[src/hdl/dsacc_pkg.sv]
// dsacc_pkg: constants and types for the dual SAR converter control block
// assumes: one system clock at 250 MHz; host pins are asynchronous to it
package dsacc_pkg;
    localparam int CLK_PERIOD_NS = 4;
    localparam int CFG_W = 12;
    localparam int DAC_W = 10;
    localparam int RES_W = 12;
    localparam logic [11:0] CFG_RESET = 12'h000;
    localparam logic [9:0] DAC_RESET = 10'h3FF;
    localparam logic [11:0] SEQ_RESET = 12'h000;
    localparam logic [11:0] RES_EMPTY = 12'h000;
    // field positions of the control word
    localparam int F_CH_HI = 11;
    localparam int F_CH_LO = 10;
    localparam int F_UE_HI = 9;
    localparam int F_UE_LO = 8;
    localparam int F_DEEP = 7;
    localparam int F_NAP = 6;
    localparam int F_ANAP = 5;
    localparam int F_REFOFF = 4;
    localparam int F_AF_HI = 2;
    localparam int F_AF_LO = 0;
    localparam logic [1:0] UE_ENABLE = 2'h1;
    localparam logic [2:0] AF_DAC_WR = 3'h1;
    localparam logic [2:0] AF_DAC_RD = 3'h3;
    localparam logic [2:0] AF_SEQ_WR = 3'h4;
    localparam logic [2:0] AF_SWRST = 3'h5;
    localparam logic [2:0] AF_SEQ_RD = 3'h6;
    // channel routing codes
    localparam logic [1:0] CH_P0_N0 = 2'h0;
    localparam logic [1:0] CH_N1_N0 = 2'h1;
    localparam logic [1:0] CH_P1_N0 = 2'h2;
    localparam logic [1:0] CH_P1_N1 = 2'h3;
    // converter cycle lengths in converter clocks
    localparam logic [4:0] CONV_CLKS = 5'h0C;
    localparam logic [4:0] PRECH_CLKS = 5'h01;
    localparam logic [4:0] SAMPLE_MIN_CLKS = 5'h02;
    // trigger setup before the sampling converter clock edge
    localparam int TRIG_SETUP_NS = 10;
    localparam int TRIG_SETUP_CYC_INT = (TRIG_SETUP_NS + CLK_PERIOD_NS - 1) / CLK_PERIOD_NS;
    localparam logic [1:0] TRIG_SETUP_CYC = TRIG_SETUP_CYC_INT[1:0];
    typedef enum logic [3:0] {
        ST_ACQ = 4'h1,
        ST_CONV = 4'h2,
        ST_PRECH = 4'h4,
        ST_SAMP = 4'h8
    } dsacc_state_t;
    typedef enum logic [1:0] {
        PEND_NONE = 2'h0,
        PEND_DAC = 2'h1,
        PEND_SEQ = 2'h2
    } dsacc_pend_t;
endpackage

[src/hdl/dsacc_top.sv]
// dsacc_top: control logic of a dual 12-bit simultaneous-sampling converter
// assumes: host drives trigger, converter clock, chip select and write strobe
// as pins; all are sampled on clk_sys_i through two-stage synchronisers.
// the data bus is held for several system clocks around the write strobe.
// software reset loads every register's power-on image; trigger, state-machine and read updates of that same clock still apply over it.
`timescale 1ns/1ns
`default_nettype none
module dsacc_top (
    input wire logic clk_sys_i,
    input wire logic rst_i,
    input wire logic conversion_trigger_n_i,
    input wire logic conv_clk_i,
    input wire logic chip_select_n_i,
    input wire logic write_strobe_n_i,
    input wire logic read_strobe_n_i,
    input wire logic [dsacc_pkg::CFG_W-1:0] parallel_data_bus_i,
    input wire logic [dsacc_pkg::RES_W-1:0] sar_result_a_i,
    input wire logic [dsacc_pkg::RES_W-1:0] sar_result_b_i,
    output logic busy_o,
    output logic hold_o,
    output logic precharge_o,
    output logic [1:0] channel_select_o,
    output logic [dsacc_pkg::DAC_W-1:0] ref_dac_code_o,
    output logic deep_sleep_o,
    output logic nap_o,
    output logic auto_nap_o,
    output logic reference_off_o,
    output logic [dsacc_pkg::CFG_W-1:0] sequencer_word_o,
    output logic [dsacc_pkg::RES_W-1:0] result_a_o,
    output logic [dsacc_pkg::RES_W-1:0] result_b_o,
    output logic result_valid_o
);
    import dsacc_pkg::*;

    typedef struct packed {
        logic [2:0] trig_sy;
        logic [2:0] cclk_sy;
        logic [1:0] cs_sy;
        logic [2:0] wr_sy;
        logic [2:0] rd_sy;
        logic [CFG_W-1:0] db_s1;
        logic [CFG_W-1:0] db_s2;
        logic [1:0] trig_age;
        logic trig_armed;
        logic [CFG_W-1:0] cfg;
        logic [DAC_W-1:0] dac;
        logic [CFG_W-1:0] seq;
        dsacc_pend_t pend;
        logic pd_arm;
        logic deep;
        logic nap;
        logic anap;
        logic [1:0] chan;
        dsacc_state_t st;
        logic [4:0] cnt;
        logic prech;
        logic busy;
        logic hold;
        logic [RES_W-1:0] res_a;
        logic [RES_W-1:0] res_b;
        logic res_full;
        logic [RES_W-1:0] out_a;
        logic [RES_W-1:0] out_b;
        logic out_v;
    } dsacc_regs_t;

    dsacc_regs_t r_r;
    dsacc_regs_t r_nxt;

    // rising edge from a synchroniser history, never looking at stage one
    function automatic logic rise(input logic [2:0] h);
        return h[1] & ~h[2];
    endfunction

    function automatic logic fall(input logic [2:0] h);
        return ~h[1] & h[2];
    endfunction

    // one more pin sample into a synchroniser history
    function automatic logic [2:0] shift_in(input logic [2:0] h, input logic pin);
        return {h[1:0], pin};
    endfunction

    // counter step shared by the sequencer states
    function automatic logic [4:0] cnt_next(input logic [4:0] c);
        return c + 5'h01;
    endfunction

    // power-on and software-reset image of every register
    localparam dsacc_regs_t REGS_RESET = '{
        trig_sy: 3'h7, cclk_sy: 3'h0, cs_sy: 2'h3,
        wr_sy: 3'h7, rd_sy: 3'h7,
        db_s1: 12'h000, db_s2: 12'h000,
        trig_age: 2'h0, trig_armed: 1'b0,
        cfg: CFG_RESET, dac: DAC_RESET,
        seq: SEQ_RESET, pend: PEND_NONE,
        pd_arm: 1'b0,
        deep: 1'b0, nap: 1'b0, anap: 1'b0,
        chan: CH_P0_N0,
        st: ST_ACQ, cnt: 5'h00, prech: 1'b0,
        busy: 1'b0, hold: 1'b0,
        res_a: RES_EMPTY, res_b: RES_EMPTY,
        res_full: 1'b0,
        out_a: RES_EMPTY, out_b: RES_EMPTY, out_v: 1'b0
    };

    logic wr_edge;
    logic cclk_edge;
    logic rd_edge;
    logic [CFG_W-1:0] db;
    logic upd_en;
    logic [2:0] afn;
    // last conversion clock of the running conversion
    logic conv_end;

    always_comb begin
        r_nxt = r_r;
        // synchronisers: stage one feeds stage two only
        r_nxt.trig_sy = shift_in(r_r.trig_sy, conversion_trigger_n_i);
        r_nxt.cclk_sy = shift_in(r_r.cclk_sy, conv_clk_i);
        r_nxt.cs_sy = {r_r.cs_sy[0], chip_select_n_i};
        r_nxt.wr_sy = shift_in(r_r.wr_sy, write_strobe_n_i);
        r_nxt.rd_sy = shift_in(r_r.rd_sy, read_strobe_n_i);
        // data pins pass two stages too; the host holds them past the strobe
        r_nxt.db_s1 = parallel_data_bus_i;
        r_nxt.db_s2 = r_r.db_s1;
        db = r_r.db_s2;
        wr_edge = rise(r_r.wr_sy) & ~r_r.cs_sy[1];
        rd_edge = fall(r_r.rd_sy) & ~r_r.cs_sy[1];
        cclk_edge = rise(r_r.cclk_sy);
        // field positions of the incoming word
        upd_en = (db[F_UE_HI:F_UE_LO] == UE_ENABLE);
        afn = db[F_AF_HI:F_AF_LO];
        conv_end = (r_r.st == ST_CONV) && cclk_edge && (cnt_next(r_r.cnt) == CONV_CLKS);

        if (wr_edge) begin
            // power-down armed by previous word applies now
            if (r_r.pd_arm) begin
                r_nxt.deep = r_r.cfg[F_DEEP];
                r_nxt.nap = r_r.cfg[F_NAP];
                r_nxt.anap = r_r.cfg[F_ANAP];
                r_nxt.pd_arm = 1'b0;
            end
            if (r_r.pend == PEND_DAC) begin
                // second access carries the DAC code
                r_nxt.dac = db[DAC_W-1:0];
                r_nxt.pend = PEND_NONE;
            end else if (r_r.pend == PEND_SEQ) begin
                r_nxt.seq = db;
                r_nxt.pend = PEND_NONE;
            end else begin
                r_nxt.cfg = db;
                r_nxt.pd_arm = 1'b1;
                r_nxt.chan = db[F_CH_HI:F_CH_LO];
                // update enable gates the follow-up access
                if (upd_en) begin
                    case (afn)
                        AF_DAC_WR: r_nxt.pend = PEND_DAC;
                        AF_SEQ_WR: r_nxt.pend = PEND_SEQ;
                        AF_SWRST: r_nxt = REGS_RESET;
                        default: r_nxt.pend = PEND_NONE;
                    endcase
                end
            end
        end

        // trigger fall holds inputs; setup counted before next clock edge
        if (fall(r_r.trig_sy) && !r_r.busy) begin
            r_nxt.hold = 1'b1;
            r_nxt.trig_armed = 1'b1;
            r_nxt.trig_age = 2'h0;
        end else if (r_r.trig_armed && r_r.trig_age != TRIG_SETUP_CYC) begin
            r_nxt.trig_age = r_r.trig_age + 2'h1;
        end

        case (r_r.st)
            ST_ACQ: begin
                r_nxt.busy = 1'b0;
                if (cclk_edge && r_r.trig_armed && r_r.trig_age == TRIG_SETUP_CYC) begin
                    r_nxt.busy = 1'b1;
                    r_nxt.trig_armed = 1'b0;
                    r_nxt.st = ST_CONV;
                    r_nxt.cnt = 5'h00;
                end
            end
            ST_CONV: begin
                if (cclk_edge) begin
                    r_nxt.cnt = cnt_next(r_r.cnt);
                end
                if (conv_end) begin
                    r_nxt.busy = 1'b0;
                    r_nxt.prech = 1'b1;
                    r_nxt.res_a = sar_result_a_i;
                    r_nxt.res_b = sar_result_b_i;
                    r_nxt.res_full = 1'b1;
                    r_nxt.st = ST_PRECH;
                    r_nxt.cnt = 5'h00;
                end
            end
            ST_PRECH: begin
                if (cclk_edge) begin
                    r_nxt.cnt = cnt_next(r_r.cnt);
                    if (cnt_next(r_r.cnt) == PRECH_CLKS) begin
                        // a trigger taken during precharge keeps the inputs held
                        r_nxt.hold = r_r.trig_armed | fall(r_r.trig_sy);
                        r_nxt.prech = 1'b0;
                        r_nxt.st = ST_SAMP;
                        r_nxt.cnt = 5'h00;
                    end
                end
            end
            ST_SAMP: begin
                if (cclk_edge) begin
                    r_nxt.cnt = cnt_next(r_r.cnt);
                    if (cnt_next(r_r.cnt) == SAMPLE_MIN_CLKS) begin
                        r_nxt.st = ST_ACQ;
                        r_nxt.cnt = 5'h00;
                    end
                end
            end
            default: begin
                r_nxt.st = ST_ACQ;
                r_nxt.busy = 1'b0;
                r_nxt.prech = 1'b0;
            end
        endcase

        // one read per result, later reads give 000
        r_nxt.out_v = 1'b0;
        if (rd_edge) begin
            r_nxt.out_v = 1'b1;
            r_nxt.out_a = r_r.res_full ? r_r.res_a : RES_EMPTY;
            r_nxt.out_b = r_r.res_full ? r_r.res_b : RES_EMPTY;
            // set wins: a result landing on the read edge stays fresh
            if (!conv_end) begin
                r_nxt.res_full = 1'b0;
            end
        end
    end

    always_ff @(posedge clk_sys_i or posedge rst_i) begin
        if (rst_i) begin
            r_r <= REGS_RESET;
        end else begin
            r_r <= r_nxt;
        end
    end

    assign busy_o = r_r.busy;
    assign hold_o = r_r.hold;
    // precharge level from its own flop
    assign precharge_o = r_r.prech;
    assign channel_select_o = r_r.chan;
    assign ref_dac_code_o = r_r.dac;
    assign deep_sleep_o = r_r.deep;
    assign nap_o = r_r.nap;
    assign auto_nap_o = r_r.anap;
    assign reference_off_o = r_r.cfg[F_REFOFF];
    assign sequencer_word_o = r_r.seq;
    assign result_a_o = r_r.out_a;
    assign result_b_o = r_r.out_b;
    assign result_valid_o = r_r.out_v;
endmodule
`default_nettype wire

[config.mk]
export PLATFORM = sky130hd
export DESIGN_NAME = dsacc_top
export DESIGN_NICKNAME = d
export VERILOG_FILES = /design/src/hdl/dsacc_pkg.sv /design/src/hdl/dsacc_top.sv
export SDC_FILE = /design/constraint.sdc
export NUM_CORES = 1
export LEC_CHECK = 0
export BUFFER_PORTS_ARGS = -buffer_cell sky130_fd_sc_hd__clkbuf_2
export CORE_MARGIN = 5
export CORE_UTILIZATION = 60
export CTS_CLUSTER_DIAMETER = 120
export DETAILED_ROUTE_END_ITERATION = 6
export HOLD_SLACK_MARGIN = 0.15
export MAX_ROUTING_LAYER = met4
export PLACE_DENSITY = 0.81
export SLEW_MARGIN = 20
export SYNTH_ARGS = -nofsm -noshare
export SYNTH_HDL_FRONTEND = slang
export SYNTH_SLANG_ARGS = --single-unit
[constraint.sdc]
create_clock -name clk_sys_i -period 8.42 [get_ports clk_sys_i]
set_input_delay 0.842 -clock clk_sys_i [delete_from_list [all_inputs] [get_ports clk_sys_i]]
set_output_delay 0.842 -clock clk_sys_i [all_outputs]
set_load 0.02 [all_outputs]
==> results of run 1 <==
-- cells in the mapped netlist (4+ instances only) --
library cell  number  area [um^2]
o22a_1             9         78.8
o21ai_1            4         20.0
nor2_1            11         41.3
nand3_1            8         40.0
and3_1             4         25.0
nor2b_1            4         25.0
inv_1              9         33.8
nand2_1           65          244
buf_2             10         50.1
nand3b_1           4         30.0
ha_1               7         87.6
nand2b_1          11         68.8
o21ai_0           28          140
dfstp_2           22          578
o31ai_1            5         37.5
buf_4             49          368
dfrtp_1          115         2880
nor3_1             4         20.0
a22o_1            43          377
a21oi_1           13         65.1
clkbuf_1          12         45.0
and2_1            28          175
-- cell type report --
class                   count  area share
flip-flops and latches    137       0.519
multi-input cells         299       0.288
repair buffers            102      0.0782
clock buffers              19      0.0664
well taps                 133      0.0250
clock inverters            13      0.0179
inverters                   9     0.00545
-- stage by stage --
stage | utilization | instances | hold WS, ns | power (uW) | setup WS (ns)
floorplan | - | 521 | 0.428 | 1010 | 3.95
finish | 0.687 | 712 | 0.380 | 1730 | 5.63
global placement | 0.629 | 680 | 0.364 | 1040 | 5.88
global route | 0.687 | 712 | 0.387 | 1810 | 5.41
CTS | 0.687 | 712 | 0.379 | 1750 | 5.65
detailed placement | 0.629 | 680 | 0.367 | 1050 | 5.70
-- layer usage --
layer  wire length (um)  up-vias
li1                   -     1861
met1               5090     1978
met2               5700      128
met3                818       13
met4                128        0
met5                  0        -
-- logic make-up (layout without fill, tap and decap cells) --
group | count (synthesis) | in the layout | share of synthesized area
AND/OR/NAND/NOR | 160 | 160 | 0.144
flip-flops | 137 | 137 | 0.584
AO/OA/AOI/OAI | 129 | 129 | 0.160
buffers and inverters | 85 | 143 | 0.0914
adder cells (fa/ha/maj) | 7 | 7 | 0.0148
XOR/XNOR | 3 | 3 | 0.00571
-- registers in the layout, indices dropped and copies added (netlist names) --
signal            count
auto_nap_o            1
busy_o                1
db                   12
deep_sleep_o          1
hold_o                1
nap_o                 1
precharge_o           1
r_r                  71
ref_dac_code_o       10
reference_off_o       1
result_a_o           12
result_b_o           12
result_valid_o        1
sequencer_word_o     12
-- worst min-delay path by stage --
stage	depth (start not counted)	startpoint	endpoint	slack (ns)
floorplan	1	r_r[119]$_DFF_PP0_	db[0]$_DFF_PP0_	0.43
global placement	0	r_r[135]$_DFF_PP1_	r_r[136]$_DFF_PP1_	0.36
detailed placement	0	r_r[135]$_DFF_PP1_	r_r[136]$_DFF_PP1_	0.37
CTS	0	r_r[135]$_DFF_PP1_	r_r[136]$_DFF_PP1_	0.38
global route	0	r_r[135]$_DFF_PP1_	r_r[136]$_DFF_PP1_	0.39
finish	0	r_r[135]$_DFF_PP1_	r_r[136]$_DFF_PP1_	0.38
-- worst max-delay path, delay by kind of cell, from the launching register on --
| family | cells | cell delay [ns] |
|---|---|---|
| DFF | 1 | 0.55 |
| buffers and inverters | 1 | 0.40 |
| xor gates and xnor gates | 1 | 0.09 |
| AOI/OAI and AO/OA | 2 | 0.51 |
| and+or+nand+nor | 2 | 0.71 |
| adders and majority gates | 1 | 0.38 |
-- power groups by stage --
stage	registers, uW	clock network [uW]	logic [uW]
2_1_floorplan	805	0	202
3_3_place_gp	813	0	223
3_5_place_dp	815	0	232
4_1_cts	806	706	235
5_1_grt	815	741	258
6_report	807	693	231
-- placed cells by master (no fill, tap or decap), drive strengths merged, types with 3 or more instances in the layout --
cell type	n
dfstp	22
clkinvlp	3
ha	7
nand3b	4
buf	4
clkinv	6
inv	12
nor3b	4
a21oi	13
nor4	3
nand2b	11
nor2	13
nor2b	5
o31ai	5
a22o	43
a21boi	4
nand2	65
o21ai	32
nand3	9
and2	29
clkbuf	117
nor3	4
a31oi	3
dfrtp	115
and3	5
o22a	9
==> results.md, run 1 <==
- Placed Area: 6100 um^2
- Max cap viols: 0
- Worst path required time: 8.80 ns
- DRT iter0 DRCs: 332
- FF/Latch Area: 3460 um^2
- Worst vdd ir: 0.000228 V
- Port buffer count: 98
- Pin count of the biggest net entering global routing: 81
- Period utilisation layout: 0.331
- Overall Global Routing Usage: 0.217
- Cells after Synth: 521
- Netlist cell types: 59
- Setup Viol. Count Final: 0
- Endpoint class of the critical path: flop
- Post-Route WL: 11.7 mm
- Hold Path Class: flop to flop
- Crit path launch type: flop
- Grt met2 use: 0.326
- N_diodes: 0
- Unrepaired setup endpoints after global routing: no
- Crit path to: r_r[42]$_DFF_PP0_
- Crit path DAT: 3.17 ns
- Worst setup path startpoint: r_r[53]$_DFF_PP0_
- Fill count: 671
- Clock power frac: 0.401
- FFs w/ async S/R, synth: 1.00
- Sequential Power Share: 0.466
- Initial Utilization: 0.611
- Yosys reg bits: 137
- Area of the multi-input gates: 1920 um^2
- Root Driver: clkbuf_8
- Ports: 99
- Sw frac: 0.275
- Synth Warn #: 0
- Post-synth EDFFs: 0
- Vias after detailed routing: 3980
- Worst-Margin Slew: 0.928 ns
- Final non-filler cell area: 6660 um^2
- Core area: 9680 um^2
- First-pass GRT wire length: 19.3 mm
- TritonRoute pass-1 iters: 4
- Ratio of cells with drive above 1 in the final layout: 0.297
- Outcome: finished, final reports clean
- Count of antenna-violating nets left after detailed routing: 0
- Vias in the first global route: 3895
- TritonCTS Sinks: 137
- TritonCTS Buffers: 17
- Synth Area per Inst: 11.3 um^2
- Post_cts resized: 0
- Met3 GRT Util: 0.0675
- Initial antenna violation count: 0
- Cell Area, Synth: 5910 um^2
- Worst-path clk slew: 0.06 ns
- Comb pwr share: 0.134
- DIE HEIGHT: 109 um
- Row cnt: 36
- Area growth from synthesis to layout: 12.6%
- F_max: 0.359 GHz
- Cell Chain, Critical Path: ha_1 -> and3_4 -> xor2_2 -> a211o_1 -> nor2_2 -> buf_4 -> o21ai_0
- CTS tree: built
- Worst r2r src: r_r[53]$_DFF_PP0_
- Post-CTS setup buffer count: 0
- Leakage power: 0.00319 uW
- Int Pwr: 1260 uW
- R2r endpoint: r_r[42]$_DFF_PP0_
- NumNets Final: 616
- Sequential fraction of the synthesis area: 0.584
- Mapped Nets: 571
- GP Congestion: 0.888
- Psw: 475 uW
- CP Max Fanout: 35
- Post-DP HPWL: 7.62 mm
- PwrDens: 260 nW/um^2
- Fin. max-slew vios: 0
- Clock skew: 0.00845 ns
- R2R Setup Slk: 5.63 ns
- CP max stage cell: dfrtp_1
- Global-route congestion overflow total: 0
- Met1 Track Usage GR: 0.287
- # DRC: 0
- Final Hold Violating Endpoints: 0
- Reg2reg path depth: 7
- Routed len/inst: 16.5 um
- Vias per Instance: 5.59
- H-tree Lvls: 4
- Clk Latency, worst-skew pair: 0.52 ns
- Critical path type: flop to flop
- Final min period: 2.79 ns
- CTS max path bufs: 2
- DIE AREA: 11900 um^2
- Fin Setup TNS: 0 ns
- Max incr delay on CP: 0.55 ns
- Die span in x: 109 um
- Relative slew slack: 0.381
- Synth Flop Type: dfrtp_1
- Hold-fix buffers at CTS: 0
- Gr busiest metal: met2
Power figures use the tool's default switching activity.
==> inputs of run 2 (changes only) <==
Settings changed: CORE_UTILIZATION 60 to 56, PLACE_DENSITY 0.81 to 0.76.
Clock period 8.42 ns to 2.9 ns, I/O delays scaled along.
==> run 2 against run 1 <==
Against the previous run: wire length rose by 5.8%; critical path depth did not move; core utilization rose by 0.65 points; sequential power rose to 2.9 times the previous value; global-route usage fell by 0.35 points; setup slack got worse by 5.2 ns; maximum frequency rose by 15%; sequential share of layout area fell by 3.7 points; largest cell class unchanged.
==> results.md, run 2 (synthesis gave the netlist of run 1 again) <==
- H-tree Lvls: 4
- Post_cts resized: 0
- First-pass GRT wire length: 21.2 mm
- CP Max Fanout: 51
- Max cap viols: 0
- Clk Latency, worst-skew pair: 0.52 ns
- Period utilisation layout: 0.835
- DRT iter0 DRCs: 428
- Endpoint class of the critical path: flop
- Buf+Inv Stages, Crit Path: 1
- TritonRoute pass-1 iters: 5
- Vias in the first global route: 4192
- DIE AREA: 12700 um^2
- Hold Path Class: flop to flop
- Row cnt: 37
- TritonCTS Buffers: 17
- Final non-filler cell area: 7160 um^2
- Final min period: 2.42 ns
- Vias after detailed routing: 4110
- Pin count of the biggest net entering global routing: 71
- CTS max path bufs: 2
- Critical path type: flop to flop
- Unrepaired setup endpoints after global routing: no
- Top reg by flops: r_r
- Leakage power: 0.00340 uW
- # DRC: 0
- DIE HEIGHT: 113 um
- Hold_ws: 0.370 ns
- Root Driver: clkbuf_8
- Worst vdd ir: 0.000432 V
- Ports: 99
- CTS tree: built
- Worst path required time: 3.26 ns
- Commonest non-fill, non-tap cell in the layout: dfrtp_1
- Ratio of cells with drive above 1 in the final layout: 0.280
- Area growth from synthesis to layout: 21.1%
- Worst-Margin Slew: 0.835 ns
- Most frequent cells in the layout: dfrtp_1, clkbuf_2, nand2_1
- Critical path's top delay family: flip-flops
- Setup Viol. Count Final: 0
- GP Congestion: 0.914
- Routed len/inst: 16.3 um
- Worst-path clk slew: 0.06 ns
- Clock skew: 0.0153 ns
- Initial Utilization: 0.573
- Fin. max-slew vios: 0
- Count of antenna-violating nets left after detailed routing: 0
- Post-Route WL: 12.4 mm
- Outcome: finished, final reports clean
- Core area: 10300 um^2
- Placed Area: 6150 um^2
- Die span in x: 113 um
- Relative slew slack: 0.436
- PwrDens: 721 nW/um^2
- Post-CTS setup buffer count: 0
- Vias per Instance: 5.41
- N_diodes: 0
- Overall Global Routing Usage: 0.213
- Cell Chain, Critical Path: ha_1 -> and3_4 -> xor2_2 -> a211o_1 -> nor2_4 -> buf_4 -> o21ai_0
- TritonCTS Sinks: 137
- Global-route congestion overflow total: 0
- Max FFs per register: 71
- Max incr delay on CP: 0.55 ns
- Overall power: 5170 uW
- Initial antenna violation count: 0
- Crit path launch type: flop
- CP max stage cell: dfrtp_1
- NumNets Final: 661
- Post-DP HPWL: 7.94 mm
- Fin Setup TNS: 0 ns
- Port buffer count: 98
- F_max: 0.413 GHz
- Hold-fix buffers at CTS: 42
- Final Hold Violating Endpoints: 0
- Crit path DAT: 2.78 ns
## run 2: cell count changes in the layout (fill, tap and decap cells not counted), moves of 2 or more
cell           before  now
dlygate4sd3_1       0   42
clkbuf_8            3    5
inv_6               2    0
buf_12              0    2
## run 2: power by group
part	switching [uW]	internal (uW)
sequential	161	2180
combinational	409	318
clock	786	1310
total	1360	3810
## run 2: stage by stage
stage          cells   util  worst slack [ns]
6_report         760  0.694             0.477
5_1_grt          760  0.694             0.284
4_1_cts          760  0.694             0.508
3_5_place_dp     686  0.596             0.524
3_3_place_gp     686  0.596             0.665
2_1_floorplan    521      -             0.921
## run 2: final cells by class
class / count / area (um^2)
Fill cell: 702 / 3160
Timing Repair Buffer: 147 / 988
Clock inverter: 11 / 120
Clock buffer: 21 / 469
Inverter: 9 / 37.5
Sequential cell: 137 / 3460
Multi-Input combinational cell: 299 / 1920
Tap cell: 136 / 170
## run 2: metal layers
metal | global-route usage | up-vias | share of wire
met4 | 0.0729 | 0 | 0.018
met1 | 0.277 | 1998 | 0.44
li1 | - | 1947 | -
met5 | - | - | 0
met3 | 0.0492 | 24 | 0.052
met2 | 0.333 | 141 | 0.49
## run 2: worst paths after layout
path	startpoint	slack, ns	cells after the start	end
worst max-delay path	r_r[53]$_DFF_PP0_	0.48	7	r_r[39]$_DFF_PP0_
worst min-delay path	r_r[135]$_DFF_PP1_	0.37	0	r_r[136]$_DFF_PP1_
worst max register to register	r_r[53]$_DFF_PP0_	0.48	7	r_r[39]$_DFF_PP0_
worst min register to register	r_r[135]$_DFF_PP1_	0.37	0	r_r[136]$_DFF_PP1_
max in group asynchronous	rst_i	1.67	4	ref_dac_code_o[3]$_DFFE_PP1P_
min in group asynchronous	rst_i	0.46	3	r_r[141]$_DFF_PP0_
==> inputs of run 3 (changes only) <==
Settings changed: CORE_UTILIZATION 56 to 51, PLACE_DENSITY 0.76 to 0.73.
Clock period 2.9 ns to 2.2 ns, I/O delays scaled along.
==> run 3 against run 2 <==
Against the previous run: die area rose by 8.9%; clock skew fell by 0.0092 ns; sequential cell count did not move; critical path type unchanged; sequential power rose by 32%; critical path depth did not move; core utilization fell by 5.3 points; critical endpoint is now r_r[54]$_DFF_PP0_; highest routed layer unchanged; register-to-register slack got worse by 0.29 ns; sequential share of layout area fell by 0.84 points; non-clock buffer count rose by 10.
==> results.md, run 3 (synthesis gave the netlist of run 1 again) <==
- Clk Latency, worst-skew pair: 0.40 ns
- R2R Setup Slk: 0.18 ns
- R2r endpoint: r_r[54]$_DFF_PP0_
- Overall Global Routing Usage: 0.194
- CTS tree: built
- Post-route non-filler standard cell count: 777
- Post-Route WL: 12.4 mm
- Max FFs per register: 71
- Post-CTS setup buffer count: 0
- GP Congestion: 0.902
- Max incr delay on CP: 0.39 ns
- Buf+Inv Stages, Crit Path: 0
- Max cap viols: 0
- Hold Path Class: flop to flop
- Routed len/inst: 16.0 um
- Pin count of the biggest net entering global routing: 71
- CP max stage cell: dfrtp_1
- Area growth from synthesis to layout: 23.3%
- F_max: 0.496 GHz
- Clock skew: 0.00604 ns
- Count of antenna-violating nets left after detailed routing: 0
- Unrepaired setup endpoints after global routing: no
- Relative slew slack: 0.549
- Hold_sp: r_r[135]$_DFF_PP1_
- Fin. max-slew vios: 0
- Worst-path clk slew: 0.06 ns
- CP Max Fanout: 5
- H-tree Lvls: 4
- Final min period: 2.02 ns
- Cell Chain, Critical Path: ha_1 -> and3_4 -> xor2_2 -> a211o_1 -> nor2b_4 -> o311ai_1 -> o21ai_1
- PwrDens: 935 nW/um^2
- Crit path launch type: flop
- Ports: 99
- Post-DP HPWL: 8.07 mm
- Die span in x: 118 um
- Cells after DPL: 703
- Outcome: finished, final reports clean
- Dpl ws: 0.118 ns
- Critical path type: flop to flop
- Final Hold Violating Endpoints: 0
- Root Driver: clkbuf_16
- Setup ws final: 0.183 ns
- Period utilisation layout: 0.917
- Setup Viol. Count Final: 0
- Endpoint class of the critical path: flop
- DIE AREA: 13800 um^2
- Hold endpoint: r_r[136]$_DFF_PP1_
- NumNets Final: 671
- Reg2reg path depth: 7
- Row cnt: 39
- Commonest non-fill, non-tap cell in the layout: dfrtp_1
- TritonCTS Buffers: 17
- DIE HEIGHT: 118 um
- Worst r2r src: r_r[53]$_DFF_PP0_
- Fin Setup TNS: 0 ns
- Initial Utilization: 0.520
- TritonCTS Sinks: 137
- CTS max path bufs: 2
- Initial antenna violation count: 0
- Core area: 11400 um^2
- Vias in the first global route: 4202
- Port buffer count: 98
- Crit path DAT: 2.30 ns
- TritonRoute pass-1 iters: 5
- Vias per Instance: 5.27
- Global-route congestion overflow total: 0
- First-pass GRT wire length: 21.3 mm
- DRT iter0 DRCs: 297
- Top reg by flops: r_r
- Most frequent cells in the layout: dfrtp_1, clkbuf_2, nand2_1
- N_diodes: 0
- Ratio of cells with drive above 1 in the final layout: 0.290
- Worst vdd ir: 0.000752 V
- Fill count: 853
- Worst-Margin Slew: 0.671 ns
- Worst path required time: 2.48 ns
- # DRC: 0
- Vias after detailed routing: 4096
- Leakage power: 0.00346 uW
- Hold Path Depth: 0
- Critical path's top delay family: compound AO/OA/AOI/OAI gates
[run 3: layer usage]
layer  vias to the layer above  GRT usage  wire, um
li1                       1966          -         -
met1                      2016      0.249      5450
met2                        95      0.298      6220
met3                        19     0.0591       560
met4                         0     0.0616       198
met5                         -          -         0
[run 3: layout make-up]
cell class	instances	area, um^2	area share
sequential	137	3460	0.474
multi-input combinational	299	1930	0.265
timing repair buffer	157	1100	0.151
clock buffer	20	457	0.0627
tap	143	179	0.0245
clock inverter	12	125	0.0172
inverter	9	37.5	0.00515
[run 3: per-stage QoR]
| step | cell area [um^2] | power [uW] | hold WS, ns | util |
|---|---|---|---|---|
| after floorplan | 5920 | 3850 | 0.330 | - |
| after global placement | 6270 | 3990 | 0.333 | 0.552 |
| after detailed placement | 6270 | 4040 | 0.337 | 0.552 |
| after CTS | 7280 | 6880 | 0.387 | 0.640 |
| after global routing | 7290 | 7150 | 0.396 | 0.641 |
| final | 7290 | 6820 | 0.387 | 0.641 |
[run 3: how the worst max path moves through the flow]
stage	start	to	slack, ns	cells after the start
after floorplan	r_r[54]$_DFF_PP0_	r_r[54]$_DFF_PP0_	0.24	7
after global placement	r_r[53]$_DFF_PP0_	r_r[56]$_DFF_PP0_	0.23	7
after detailed placement	r_r[53]$_DFF_PP0_	r_r[56]$_DFF_PP0_	0.12	7
after CTS	r_r[53]$_DFF_PP0_	r_r[56]$_DFF_PP0_	0.14	7
after global routing	r_r[53]$_DFF_PP0_	r_r[54]$_DFF_PP0_	0.05	7
final	r_r[53]$_DFF_PP0_	r_r[54]$_DFF_PP0_	0.18	7
[run 3: power breakdown]
| part | switching [uW] | internal (uW) |
|---|---|---|
| logic | 550 | 430 |
| registers | 201 | 2880 |
| clock network | 1040 | 1720 |
[run 3: what timing repair did]
action / 4_1_cts / 5_1_grt
hold buffers: 42 / 0
hold endpoints to repair: 61 / 0
setup endpoints to repair: 0 / 1
gates resized for setup: 0 / 1
